==> src/verilog/dual_timer_cfg.svh <==
`ifndef DUAL_TIMER_CFG_SVH
`define DUAL_TIMER_CFG_SVH

// ----------------------------------------------------------------------------
// Register offsets (byte addresses on the APB side)
// ----------------------------------------------------------------------------
`define OFS_CONTROL      5'h00
`define OFS_MODE         5'h04
`define OFS_CLOCK        5'h08
`define OFS_IRQ_EN       5'h0c
`define OFS_T0_LOW       5'h10
`define OFS_T0_HIGH      5'h14
`define OFS_T1_LOW       5'h18
`define OFS_T1_HIGH      5'h1c

// ----------------------------------------------------------------------------
// Field positions
// ----------------------------------------------------------------------------
`define CTRL_T0_RUN      4
`define CTRL_T0_FLAG     5
`define CTRL_T1_RUN      6
`define CTRL_T1_FLAG     7
`define CLK_T0_SYS       3
`define CLK_T1_SYS       4
`define IE_T0_BIT        1
`define IE_T1_BIT        3

// ----------------------------------------------------------------------------
// Reset values
// ----------------------------------------------------------------------------
`define RST_BYTE         8'h00

// ----------------------------------------------------------------------------
// Prescaler terminal counts (divide by 12, 4, 48 and external by 8)
// ----------------------------------------------------------------------------
`define DIV12_LAST       4'hb
`define DIV4_LAST        2'h3
`define DIV48_LAST       6'h2f
`define EXT8_LAST        3'h7

// ----------------------------------------------------------------------------
// Synchronised pin indices
// ----------------------------------------------------------------------------
`define PIN_T0_EVENT     0
`define PIN_T1_EVENT     1
`define PIN_IRQ0         2
`define PIN_IRQ1         3
`define PIN_EXT_OSC      4
`define PIN_COUNT        5

`endif

==> src/verilog/dual_timer_pkg.sv <==
`default_nettype none

package dual_timer_pkg;

  // --------------------------------------------------------------------------
  // Types
  // --------------------------------------------------------------------------
  // Counting modes, two-bit field per timer
  typedef enum logic [1:0] {
    MODE_13BIT   = 2'b00,
    MODE_16BIT   = 2'b01,
    MODE_RELOAD8 = 2'b10,
    MODE_SPLIT   = 2'b11
  } timer_mode_e;

  // One timer nibble of the mode register
  typedef struct packed {
    logic        gate;
    logic        counter_sel;
    timer_mode_e mode;
  } timer_cfg_s;

  // Count register as two bytes
  typedef struct packed {
    logic [7:0] high;
    logic [7:0] low;
  } count_s;

  // Result of one increment
  typedef struct packed {
    count_s cnt;
    logic   ovf;
  } step_s;

endpackage

`default_nettype wire

==> src/verilog/dual_legacy_counter_timer.sv <==
`include "dual_timer_cfg.svh"
`default_nettype none


module dual_legacy_counter_timer #(
  parameter int ADDR_W = 5  // APB address width, at least five bits
) (
  input  wire logic              core_clk,
  input  wire logic              srst,
  input  wire logic              psel,
  input  wire logic              penable,
  input  wire logic              pwrite,
  input  wire logic [ADDR_W-1:0] paddr,
  input  wire logic [31:0]       pwdata,
  input  wire logic [3:0]        pstrb,
  output logic      [31:0]       prdata,
  output logic                   pready,
  output logic                   pslverr,
  input  wire logic              t0_event_pin,
  input  wire logic              t1_event_pin,
  input  wire logic              ext_irq0_n,
  input  wire logic              ext_irq1_n,
  input  wire logic              ext_osc_clock,
  input  wire logic              t0_irq_ack,
  input  wire logic              t1_irq_ack,
  output logic                   t0_irq,
  output logic                   t1_irq,
  output logic                   t0_ovf_pulse,
  output logic                   t1_ovf_pulse
);
  import dual_timer_pkg::*;

  // --------------------------------------------------------------------------
  // Elaboration check
  // --------------------------------------------------------------------------
  if (ADDR_W < 5) begin : g_bad_addr_w
    $error("ADDR_W must be at least 5");
  end

  // --------------------------------------------------------------------------
  // Pin synchronisers
  // --------------------------------------------------------------------------
  logic [`PIN_COUNT-1:0] pin_raw;    // Asynchronous pins gathered
  logic [`PIN_COUNT-1:0] pin_level;  // Accepted levels
  logic [`PIN_COUNT-1:0] pin_fall;   // Accepted falling edges

  assign pin_raw[`PIN_T0_EVENT] = t0_event_pin;
  assign pin_raw[`PIN_T1_EVENT] = t1_event_pin;
  assign pin_raw[`PIN_IRQ0]     = ext_irq0_n;
  assign pin_raw[`PIN_IRQ1]     = ext_irq1_n;
  assign pin_raw[`PIN_EXT_OSC]  = ext_osc_clock;

  // Each pin passes three flops; the latency of four cycles is the price of
  // safe sampling, and limits event rates to a quarter of the clock
  for (genvar i = 0; i < `PIN_COUNT; i++) begin : g_pin
    pin_sync #(
      .IDLE_LEVEL (1'b1)
    ) u_sync (
      .core_clk  (core_clk),
      .srst      (srst),
      .pin_async (pin_raw[i]),
      .level     (pin_level[i]),
      .fall      (pin_fall[i])
    );
  end

  // --------------------------------------------------------------------------
  // Registers
  // --------------------------------------------------------------------------
  logic [7:0] mode_ff;       // timer_mode_reg
  logic [7:0] clock_ff;      // clock_control_reg
  logic       t0_run_ff;     // t0_run_bit
  logic       t1_run_ff;     // t1_run_bit
  logic       t0_flag_ff;    // t0_overflow_flag
  logic       t1_flag_ff;    // t1_overflow_flag
  logic       t0_en_ff;      // t0_irq_enable
  logic       t1_en_ff;      // t1_irq_enable
  count_s     t0_cnt_ff;     // Timer 0 count bytes
  count_s     t1_cnt_ff;     // Timer 1 count bytes
  logic [3:0] div12_ff;      // Divide-by-12 counter
  logic [1:0] div4_ff;       // Divide-by-4 counter
  logic [5:0] div48_ff;      // Divide-by-48 counter
  logic [2:0] ext8_ff;       // External oscillator edge counter
  logic       t0_ovf_ff;     // Registered overflow pulse, timer 0
  logic       t1_ovf_ff;     // Registered overflow pulse, timer 1
  logic [7:0] rdata_ff;      // Read data captured in setup phase

  // --------------------------------------------------------------------------
  // Bus decode
  // --------------------------------------------------------------------------
  logic [4:0] addr_lo;       // Word offset bits
  logic       upper_zero;    // Bits above the map are zero
  logic       hit_control;
  logic       hit_mode;
  logic       hit_clock;
  logic       hit_irq_en;
  logic       hit_t0_low;
  logic       hit_t0_high;
  logic       hit_t1_low;
  logic       hit_t1_high;
  logic       addr_hit;      // Any mapped register
  logic       setup_phase;   // First cycle of a transfer
  logic       wr_en;         // Write takes effect this edge

  assign addr_lo     = paddr[4:0];
  assign upper_zero  = (paddr >> 5) == '0;
  assign hit_control = upper_zero & (addr_lo == `OFS_CONTROL);
  assign hit_mode    = upper_zero & (addr_lo == `OFS_MODE);
  assign hit_clock   = upper_zero & (addr_lo == `OFS_CLOCK);
  assign hit_irq_en  = upper_zero & (addr_lo == `OFS_IRQ_EN);
  assign hit_t0_low  = upper_zero & (addr_lo == `OFS_T0_LOW);
  assign hit_t0_high = upper_zero & (addr_lo == `OFS_T0_HIGH);
  assign hit_t1_low  = upper_zero & (addr_lo == `OFS_T1_LOW);
  assign hit_t1_high = upper_zero & (addr_lo == `OFS_T1_HIGH);
  assign addr_hit    = hit_control | hit_mode | hit_clock | hit_irq_en |
                       hit_t0_low | hit_t0_high | hit_t1_low | hit_t1_high;
  assign setup_phase = psel & ~penable;
  // Only byte lane 0 carries data; writes with lane 0 off are dropped
  assign wr_en       = psel & penable & pwrite & pstrb[0] & addr_hit;

  // Zero wait states; unmapped addresses answer with an error
  assign pready  = 1'b1;
  assign pslverr = psel & penable & ~addr_hit;
  assign prdata  = {24'h000000, rdata_ff};

  // --------------------------------------------------------------------------
  // Read views
  // --------------------------------------------------------------------------
  logic [7:0] control_view;  // timer_control_reg as read
  logic [7:0] irq_en_view;   // interrupt_enable_reg as read
  logic [7:0] read_byte;     // Selected read value

  // Unused bits of these two registers read as zero
  always_comb begin
    control_view                = 8'h00;
    control_view[`CTRL_T0_RUN]  = t0_run_ff;
    control_view[`CTRL_T0_FLAG] = t0_flag_ff;
    control_view[`CTRL_T1_RUN]  = t1_run_ff;
    control_view[`CTRL_T1_FLAG] = t1_flag_ff;
    irq_en_view                 = 8'h00;
    irq_en_view[`IE_T0_BIT]     = t0_en_ff;
    irq_en_view[`IE_T1_BIT]     = t1_en_ff;
  end

  // Low byte bits 7:5 read back raw in 13-bit mode; callers mask them
  assign read_byte = hit_control ? control_view   :
                     hit_mode    ? mode_ff        :
                     hit_clock   ? clock_ff       :
                     hit_irq_en  ? irq_en_view    :
                     hit_t0_low  ? t0_cnt_ff.low  :
                     hit_t0_high ? t0_cnt_ff.high :
                     hit_t1_low  ? t1_cnt_ff.low  :
                     hit_t1_high ? t1_cnt_ff.high : 8'h00;

  // --------------------------------------------------------------------------
  // Configuration fields
  // --------------------------------------------------------------------------
  timer_cfg_s t0_cfg;        // Timer 0 nibble
  timer_cfg_s t1_cfg;        // Timer 1 nibble
  logic       t0_sys;        // t0_system_clock_select
  logic       t1_sys;        // t1_system_clock_select
  logic [1:0] prescale_field;
  logic       split;         // Timer 0 in split mode

  assign t0_cfg         = timer_cfg_s'(mode_ff[3:0]);
  assign t1_cfg         = timer_cfg_s'(mode_ff[7:4]);
  assign t0_sys         = clock_ff[`CLK_T0_SYS];
  assign t1_sys         = clock_ff[`CLK_T1_SYS];
  assign prescale_field = clock_ff[1:0];
  assign split          = (t0_cfg.mode == MODE_SPLIT);

  // --------------------------------------------------------------------------
  // Prescaler
  // --------------------------------------------------------------------------
  logic tick12;              // System clock / 12
  logic tick4;               // System clock / 4
  logic tick48;              // System clock / 48
  logic tick_ext8;           // External oscillator / 8
  logic pre_tick;            // Selected prescaled tick

  assign tick12    = (div12_ff == `DIV12_LAST);
  assign tick4     = (div4_ff == `DIV4_LAST);
  assign tick48    = (div48_ff == `DIV48_LAST);
  // External oscillator must run well below a quarter of the clock
  assign tick_ext8 = pin_fall[`PIN_EXT_OSC] & (ext8_ff == `EXT8_LAST);
  assign pre_tick  = (prescale_field == 2'b00) ? tick12 :
                     (prescale_field == 2'b01) ? tick4  :
                     (prescale_field == 2'b10) ? tick48 : tick_ext8;

  // --------------------------------------------------------------------------
  // Count enables
  // --------------------------------------------------------------------------
  logic t0_int_tick;         // Timer 0 internal source
  logic t1_int_tick;         // Timer 1 internal source
  logic t0_tick;             // Timer 0 selected source
  logic t1_tick;             // Timer 1 selected source
  logic t0_allow;            // Run and gate agree, timer 0
  logic t1_allow;            // Run and gate agree, timer 1
  logic t0_go;               // Timer 0 (or its low half) counts now
  logic t1_go;               // Timer 1 counts now
  logic hi_go;               // Split-mode high half counts now

  assign t0_int_tick = t0_sys | pre_tick;
  assign t1_int_tick = t1_sys | pre_tick;
  assign t0_tick     = t0_cfg.counter_sel ? pin_fall[`PIN_T0_EVENT] : t0_int_tick;
  assign t1_tick     = t1_cfg.counter_sel ? pin_fall[`PIN_T1_EVENT] : t1_int_tick;
  assign t0_allow    = t0_run_ff & (~t0_cfg.gate | pin_level[`PIN_IRQ0]);
  assign t1_allow    = t1_run_ff & (~t1_cfg.gate | pin_level[`PIN_IRQ1]);
  assign t0_go       = t0_allow & t0_tick;

  // With timer 0 split, timer 1 loses its run bit and pins and runs
  // whenever its own mode is not split
  assign t1_go = (t1_cfg.mode == MODE_SPLIT) ? 1'b0 :
                 split ? t1_int_tick : (t1_allow & t1_tick);
  assign hi_go = split & t1_run_ff & t0_int_tick;

  // --------------------------------------------------------------------------
  // Increment step
  // --------------------------------------------------------------------------
  // One increment of a count pair in the given mode; the split case only
  // advances the low half, the high half is handled apart
  function automatic step_s count_step(input timer_mode_e mode, input count_s cur);
    step_s r;
    r.cnt = cur;
    r.ovf = 1'b0;
    case (mode)
      MODE_13BIT: begin
        {r.ovf, r.cnt.high, r.cnt.low[4:0]} = {1'b0, cur.high, cur.low[4:0]} + 14'h0001;
      end
      MODE_16BIT: begin
        {r.ovf, r.cnt} = {1'b0, cur} + 17'h00001;
      end
      MODE_RELOAD8: begin
        {r.ovf, r.cnt.low} = {1'b0, cur.low} + 9'h001;
        if (r.ovf) begin
          r.cnt.low = cur.high;
        end
      end
      default: begin
        {r.ovf, r.cnt.low} = {1'b0, cur.low} + 9'h001;
      end
    endcase
    return r;
  endfunction

  step_s      t0_step;       // Timer 0 incremented
  step_s      t1_step;       // Timer 1 incremented
  logic [8:0] hi_sum;        // Split-mode high half incremented
  logic       t0_flag_set;
  logic       t1_flag_set;

  assign t0_step     = count_step(t0_cfg.mode, t0_cnt_ff);
  assign t1_step     = count_step(t1_cfg.mode, t1_cnt_ff);
  assign hi_sum      = {1'b0, t0_cnt_ff.high} + 9'h001;
  assign t0_flag_set = t0_go & t0_step.ovf;
  // In split mode only the high half of timer 0 may raise timer 1's flag
  assign t1_flag_set = split ? (hi_go & hi_sum[8]) : (t1_go & t1_step.ovf);

  // --------------------------------------------------------------------------
  // Next-state logic
  // --------------------------------------------------------------------------
  count_s nxt_t0_cnt_ff;
  count_s nxt_t1_cnt_ff;
  logic   nxt_t0_flag_ff;
  logic   nxt_t1_flag_ff;

  // Software byte writes win over a simultaneous increment of that byte;
  // run bit changes never touch the count
  always_comb begin
    nxt_t0_cnt_ff = t0_cnt_ff;
    nxt_t1_cnt_ff = t1_cnt_ff;
    if (t0_go) begin
      nxt_t0_cnt_ff = t0_step.cnt;
    end
    if (hi_go) begin
      nxt_t0_cnt_ff.high = hi_sum[7:0];
    end
    if (t1_go) begin
      nxt_t1_cnt_ff = t1_step.cnt;
    end
    if (wr_en & hit_t0_low) begin
      nxt_t0_cnt_ff.low = pwdata[7:0];
    end
    if (wr_en & hit_t0_high) begin
      nxt_t0_cnt_ff.high = pwdata[7:0];
    end
    if (wr_en & hit_t1_low) begin
      nxt_t1_cnt_ff.low = pwdata[7:0];
    end
    if (wr_en & hit_t1_high) begin
      nxt_t1_cnt_ff.high = pwdata[7:0];
    end
  end

  // Flags: a hardware set in the same cycle as a clear always wins
  assign nxt_t0_flag_ff = t0_flag_set |
    ((wr_en & hit_control) ? pwdata[`CTRL_T0_FLAG] : (t0_flag_ff & ~t0_irq_ack));
  assign nxt_t1_flag_ff = t1_flag_set |
    ((wr_en & hit_control) ? pwdata[`CTRL_T1_FLAG] : (t1_flag_ff & ~t1_irq_ack));

  // --------------------------------------------------------------------------
  // Prescaler counters
  // --------------------------------------------------------------------------
  // Free running so the selected tick has a steady phase
  always_ff @(posedge core_clk) begin
    if (srst) begin
      div12_ff <= 4'h0;
      div4_ff  <= 2'h0;
      div48_ff <= 6'h00;
      ext8_ff  <= 3'h0;
    end else begin
      div12_ff <= tick12 ? 4'h0 : div12_ff + 4'h1;
      div4_ff  <= div4_ff + 2'h1;
      div48_ff <= tick48 ? 6'h00 : div48_ff + 6'h01;
      ext8_ff  <= pin_fall[`PIN_EXT_OSC] ? ext8_ff + 3'h1 : ext8_ff;
    end
  end

  // --------------------------------------------------------------------------
  // Control registers
  // --------------------------------------------------------------------------
  always_ff @(posedge core_clk) begin
    if (srst) begin
      mode_ff   <= `RST_BYTE;
      clock_ff  <= `RST_BYTE;
      t0_run_ff <= 1'b0;
      t1_run_ff <= 1'b0;
      t0_en_ff  <= 1'b0;
      t1_en_ff  <= 1'b0;
    end else if (wr_en) begin
      mode_ff   <= hit_mode  ? pwdata[7:0] : mode_ff;
      clock_ff  <= hit_clock ? pwdata[7:0] : clock_ff;
      t0_run_ff <= hit_control ? pwdata[`CTRL_T0_RUN] : t0_run_ff;
      t1_run_ff <= hit_control ? pwdata[`CTRL_T1_RUN] : t1_run_ff;
      t0_en_ff  <= hit_irq_en ? pwdata[`IE_T0_BIT] : t0_en_ff;
      t1_en_ff  <= hit_irq_en ? pwdata[`IE_T1_BIT] : t1_en_ff;
    end
  end

  // --------------------------------------------------------------------------
  // Counters, flags and read data
  // --------------------------------------------------------------------------
  always_ff @(posedge core_clk) begin
    if (srst) begin
      t0_cnt_ff  <= count_s'({`RST_BYTE, `RST_BYTE});
      t1_cnt_ff  <= count_s'({`RST_BYTE, `RST_BYTE});
      t0_flag_ff <= 1'b0;
      t1_flag_ff <= 1'b0;
      t0_ovf_ff  <= 1'b0;
      t1_ovf_ff  <= 1'b0;
      rdata_ff   <= 8'h00;
    end else begin
      t0_cnt_ff  <= nxt_t0_cnt_ff;
      t1_cnt_ff  <= nxt_t1_cnt_ff;
      t0_flag_ff <= nxt_t0_flag_ff;
      t1_flag_ff <= nxt_t1_flag_ff;
      t0_ovf_ff  <= t0_flag_set;
      // Timer 1 still pulses for baud use even while it cannot flag
      t1_ovf_ff  <= t1_go & t1_step.ovf;
      rdata_ff   <= setup_phase ? read_byte : rdata_ff;
    end
  end

  // --------------------------------------------------------------------------
  // Outputs
  // --------------------------------------------------------------------------
  assign t0_irq       = t0_flag_ff & t0_en_ff;
  assign t1_irq       = t1_flag_ff & t1_en_ff;
  assign t0_ovf_pulse = t0_ovf_ff;
  assign t1_ovf_pulse = t1_ovf_ff;

endmodule // dual_legacy_counter_timer

`default_nettype wire

==> src/verilog/pin_sync.sv <==
`default_nettype none

module pin_sync #(
  parameter logic IDLE_LEVEL = 1'b1  // Level assumed while in reset
) (
  input  wire logic core_clk,
  input  wire logic srst,
  input  wire logic pin_async,
  output logic      level,
  output logic      fall
);

  // --------------------------------------------------------------------------
  // Storage
  // --------------------------------------------------------------------------
  logic stage1_ff;   // Metastability catcher, read only by stage2
  logic stage2_ff;   // Second stage
  logic stage3_ff;   // Third stage
  logic level_ff;    // Accepted level
  logic fall_ff;     // One-cycle pulse on accepted high-to-low
  logic agree;       // Second and third stage match

  assign agree = (stage2_ff == stage3_ff);

  // A change is taken only when two late stages agree; a level held two
  // cycles is thus always seen, shorter glitches may be dropped
  always_ff @(posedge core_clk) begin
    if (srst) begin
      stage1_ff <= IDLE_LEVEL;
      stage2_ff <= IDLE_LEVEL;
      stage3_ff <= IDLE_LEVEL;
      level_ff  <= IDLE_LEVEL;
      fall_ff   <= 1'b0;
    end else begin
      stage1_ff <= pin_async;
      stage2_ff <= stage1_ff;
      stage3_ff <= stage2_ff;
      level_ff  <= agree ? stage2_ff : level_ff;
      fall_ff   <= agree & level_ff & ~stage2_ff;
    end
  end

  assign level = level_ff;
  assign fall  = fall_ff;

endmodule // pin_sync

`default_nettype wire

==> config.mk <==
export PLATFORM = sky130hd
export DESIGN_NAME = dual_legacy_counter_timer
export DESIGN_NICKNAME = d
export VERILOG_FILES = /design/src/verilog/dual_timer_pkg.sv /design/src/verilog/dual_legacy_counter_timer.sv /design/src/verilog/pin_sync.sv
export VERILOG_INCLUDE_DIRS = /design/src /design/src/verilog
export SDC_FILE = /design/constraint.sdc
export NUM_CORES = 1
export LEC_CHECK = 0
export BUFFER_PORTS_ARGS = -buffer_cell sky130_fd_sc_hd__buf_2
export CORE_MARGIN = 8
export CORE_UTILIZATION = 60
export DETAILED_ROUTE_END_ITERATION = 10
export PLACE_DENSITY = 0.91
export SLEW_MARGIN = 5
export SYNTH_ARGS = -nofsm -noshare
export SYNTH_HDL_FRONTEND = slang
export SYNTH_SLANG_ARGS = --single-unit
==> constraint.sdc <==
create_clock -name core_clk -period 5.9 [get_ports core_clk]
set_input_delay 0.59 -clock core_clk [delete_from_list [all_inputs] [get_ports core_clk]]
set_output_delay 0.59 -clock core_clk [all_outputs]
set_load 0.03 [all_outputs]
==> summary.txt <==
Status
  • Status: complete, no violations

Place
  • DP Cell Count: 829
  • Placer Congestion: 0.979
  • Post-DP Area: 5950 um2
  • # port buffers: 38
  • Hpwl dp: 11800 um
  • DP Worst Slack: 3.27 ns

Route
  • WL per Instance: 19.1 um
  • Vias: 5367
  • Routed WL: 16100 um
  • DR DRC count: 0
  • Initial DRT Pass Iterations: 5
  • DRT iter0 DRCs: 553
  • Final ANT Viol Nets: 0
  • Vias/cell: 6.35

Global route
  • Gr ovfl total: 0
  • GRT Resource Usage Total: 0.248
  • Largest net degree at the start of global routing: 68
  • Initial antenna violation count: 0
  • First-pass GRT wire length: 25700 um
  • Vias in the first global route: 5091

Worst setup path
  • Cell count along the critical path: 8
  • CP Launch Type: register
  • Flop2flop setup slack: 3.28 ns
  • Crit path capture type: register
  • FF-to-FF Start: div12_ff[0]
  • Crit path kind: register to register
  • Critical-path cell list: ha_1 > nand2_1 > o31ai_2 > a211oi_2 > nor2_1 > nand3_1 > xnor2_1 > o41ai_2
  • Buffers & Inverters on Critical Path: 0
  • Top delay family on crit path: simple AND/OR/NAND/NOR gates
  • Worst reg2reg path depth: 8
  • CP max stage cell: nor2_1
  • Crit path arrival time: 2.90 ns
  • CP max FO: 12
  • CP endpoint: t0_cnt_ff[9]
  • Worst setup startpoint: div12_ff[0]
  • FF-to-FF End: t0_cnt_ff[9]
  • Worst stage delay on the critical path: 0.62 ns
  • Critical Path RT: 6.17 ns

Clock network
  • CTS Hold Bufs: 0
  • Worst-skew pair later-pin latency: 0.40 ns
  • CTS tree: yes
  • CTS resizes: 0
  • Clk sinks: 102
  • Clock buffer count from CTS: 9
  • Clk pin slew, worst setup/hold paths: 0.12 ns
  • Clk buf depth: 2
  • Post-CTS Setup Bufs: 0
  • H-Tree Level Count: 3
  • CTS Root Cell: clkbuf_8

Final layout
  • Ant. Diodes: 0
  • Layout cells sized above 1: 0.138
  • Post-layout net count: 776
  • Most common cell after layout, fill and taps aside: dfxtp_1
  • Post-route cell area: 6200 um2
  • Synth-to-Final Area Change: 6.15%
  • Finished Layout Cells: 845
  • Commonest non-fill, non-tap cells in the layout: dfxtp_1 (102), nor2_1 (98), a21oi_1 (50)
  • Final Util: 0.646

Timing
  • Max Clock Skew: 0.0256 ns
  • Count of endpoints failing setup in the final report: 0
  • Post-layout min period: 2.62 ns
  • RSZ-0062 raised after global routing: false
  • Final Hold Vio Count: 0
  • Max Clk Rate: 381 MHz
  • Max-slew violation count: 0
  • Final worst path period share: 0.445
  • Final hold slack: 0.381 ns
  • Slew HR: 0.505
  • Setup Total Neg Slack: 0 ns
  • Final setup margin: 3.28 ns
  • Worst-margin pin slew: 0.740 ns

Synthesis
  • EDFF count, synth: 0
  • Yosys reg bits: 102
  • Ys async rst share: 0
  • Avg Synthesized Cell Area: 8.39 um2
  • Post-synthesis cell area: 5840 um2
  • Synth cell types: 72
  • Synthesized instance count: 696
  • Synth Warn #: 0
  • Sequential-to-total area share from yosys stat: 0.350
  • Top FF cell, synth: dfxtp_1

Floorplanning
  • Die height: 115 um
  • Ports: 91
  • Core area: 9590 um2
  • Rows: 36
  • Chip width: 115 um
  • Die ar.: 13100 um2
  • Initial Utilization: 0.608

Worst hold path
  • Hold WC Path Type: primary input to register
  • Hold Crit Depth: 2

Power and ir drop
  • Max VDD drop: 0.268 mV
  • PD cells: 216 nW/um2
  • Tot Pwr: 1.34 mW
  • Leakage: 2.28 nW

Flow run
  • Max-Cap Viols: 0
-- layout make-up --
class,instances,area [um2]
well taps,133,166
multi-input cells,535,3460
repair buffers,39,198
flip-flops and latches,102,2040
fillers,788,3400
clock inverters,7,126
clock buffers,9,124
inverters,20,75.1
-- flip-flops by register name, indices dropped and copies added, names as in the netlist --
register,flops
clock_ff,8
g_pin.u_sync.fall,3
t1_run_ff,1
div12_ff,4
t1_cnt_ff,16
g_pin.u_sync.stage2_ff,5
g_pin.u_sync.level,5
mode_ff,8
t1_en_ff,1
t0_cnt_ff,16
t1_flag_ff,1
g_pin.u_sync.stage3_ff,5
rdata_ff,8
t0_ovf_pulse,1
g_pin.u_sync.stage1_ff,5
div48_ff,6
ext8_ff,3
div4_ff,2
t0_run_ff,1
t1_ovf_pulse,1
t0_flag_ff,1
t0_en_ff,1
-- Yosys cell counts, types with 13 or more instances --
library cell,instances,share of area
nand2_1,39,0.025
o211ai_1,13,0.017
nor2_1,98,0.063
xnor2_1,15,0.023
o21ai_0,24,0.021
a21oi_1,50,0.043
dfxtp_1,102,0.35
or2_2,15,0.016
ha_1,16,0.034
nand3_1,22,0.019
inv_1,20,0.013
nor3_1,15,0.013
a211oi_1,17,0.022
mux2i_1,29,0.050
buf_4,25,0.032
clkbuf_1,19,0.012
-- cell families after synthesis --
family,count (synthesis),synth area share
and+or+nand+nor,265,0.236
AOI/OAI and AO/OA,166,0.197
DFF,102,0.350
buffers and inverters,82,0.0714
muxes,36,0.0690
xor gates and xnor gates,27,0.0405
adders and majority gates,16,0.0343
other,2,0.00129
-- power breakdown --
part / total, mW / switching [mW] / internal, mW
registers: 0.708 / 0.00753 / 0.700
logic: 0.105 / 0.0790 / 0.0257
clock network: 0.527 / 0.275 / 0.252
total: 1.34 / 0.362 / 0.978
-- worst min-delay path by stage --
stage	startpoint	endpoint	slack [ns]
3_5_place_dp	g_pin[1].u_sync.stage1_ff	g_pin[1].u_sync.stage2_ff	0.40
3_3_place_gp	g_pin[2].u_sync.stage1_ff	g_pin[2].u_sync.stage2_ff	0.40
6_report	ext_osc_clock	g_pin[4].u_sync.stage1_ff	0.38
4_1_cts	ext_osc_clock	g_pin[4].u_sync.stage1_ff	0.37
2_1_floorplan	g_pin[0].u_sync.stage1_ff	g_pin[0].u_sync.stage2_ff	0.39
5_1_grt	ext_irq1_n	g_pin[3].u_sync.stage1_ff	0.37
-- routing by layer --
metal	GRT usage	part of all wire
met1	0.290	0.38
met2	0.412	0.47
met3	0.0485	0.093
met4	0.154	0.051
met5	0	0
No activity file was read; power rests on OpenSTA's default activity.
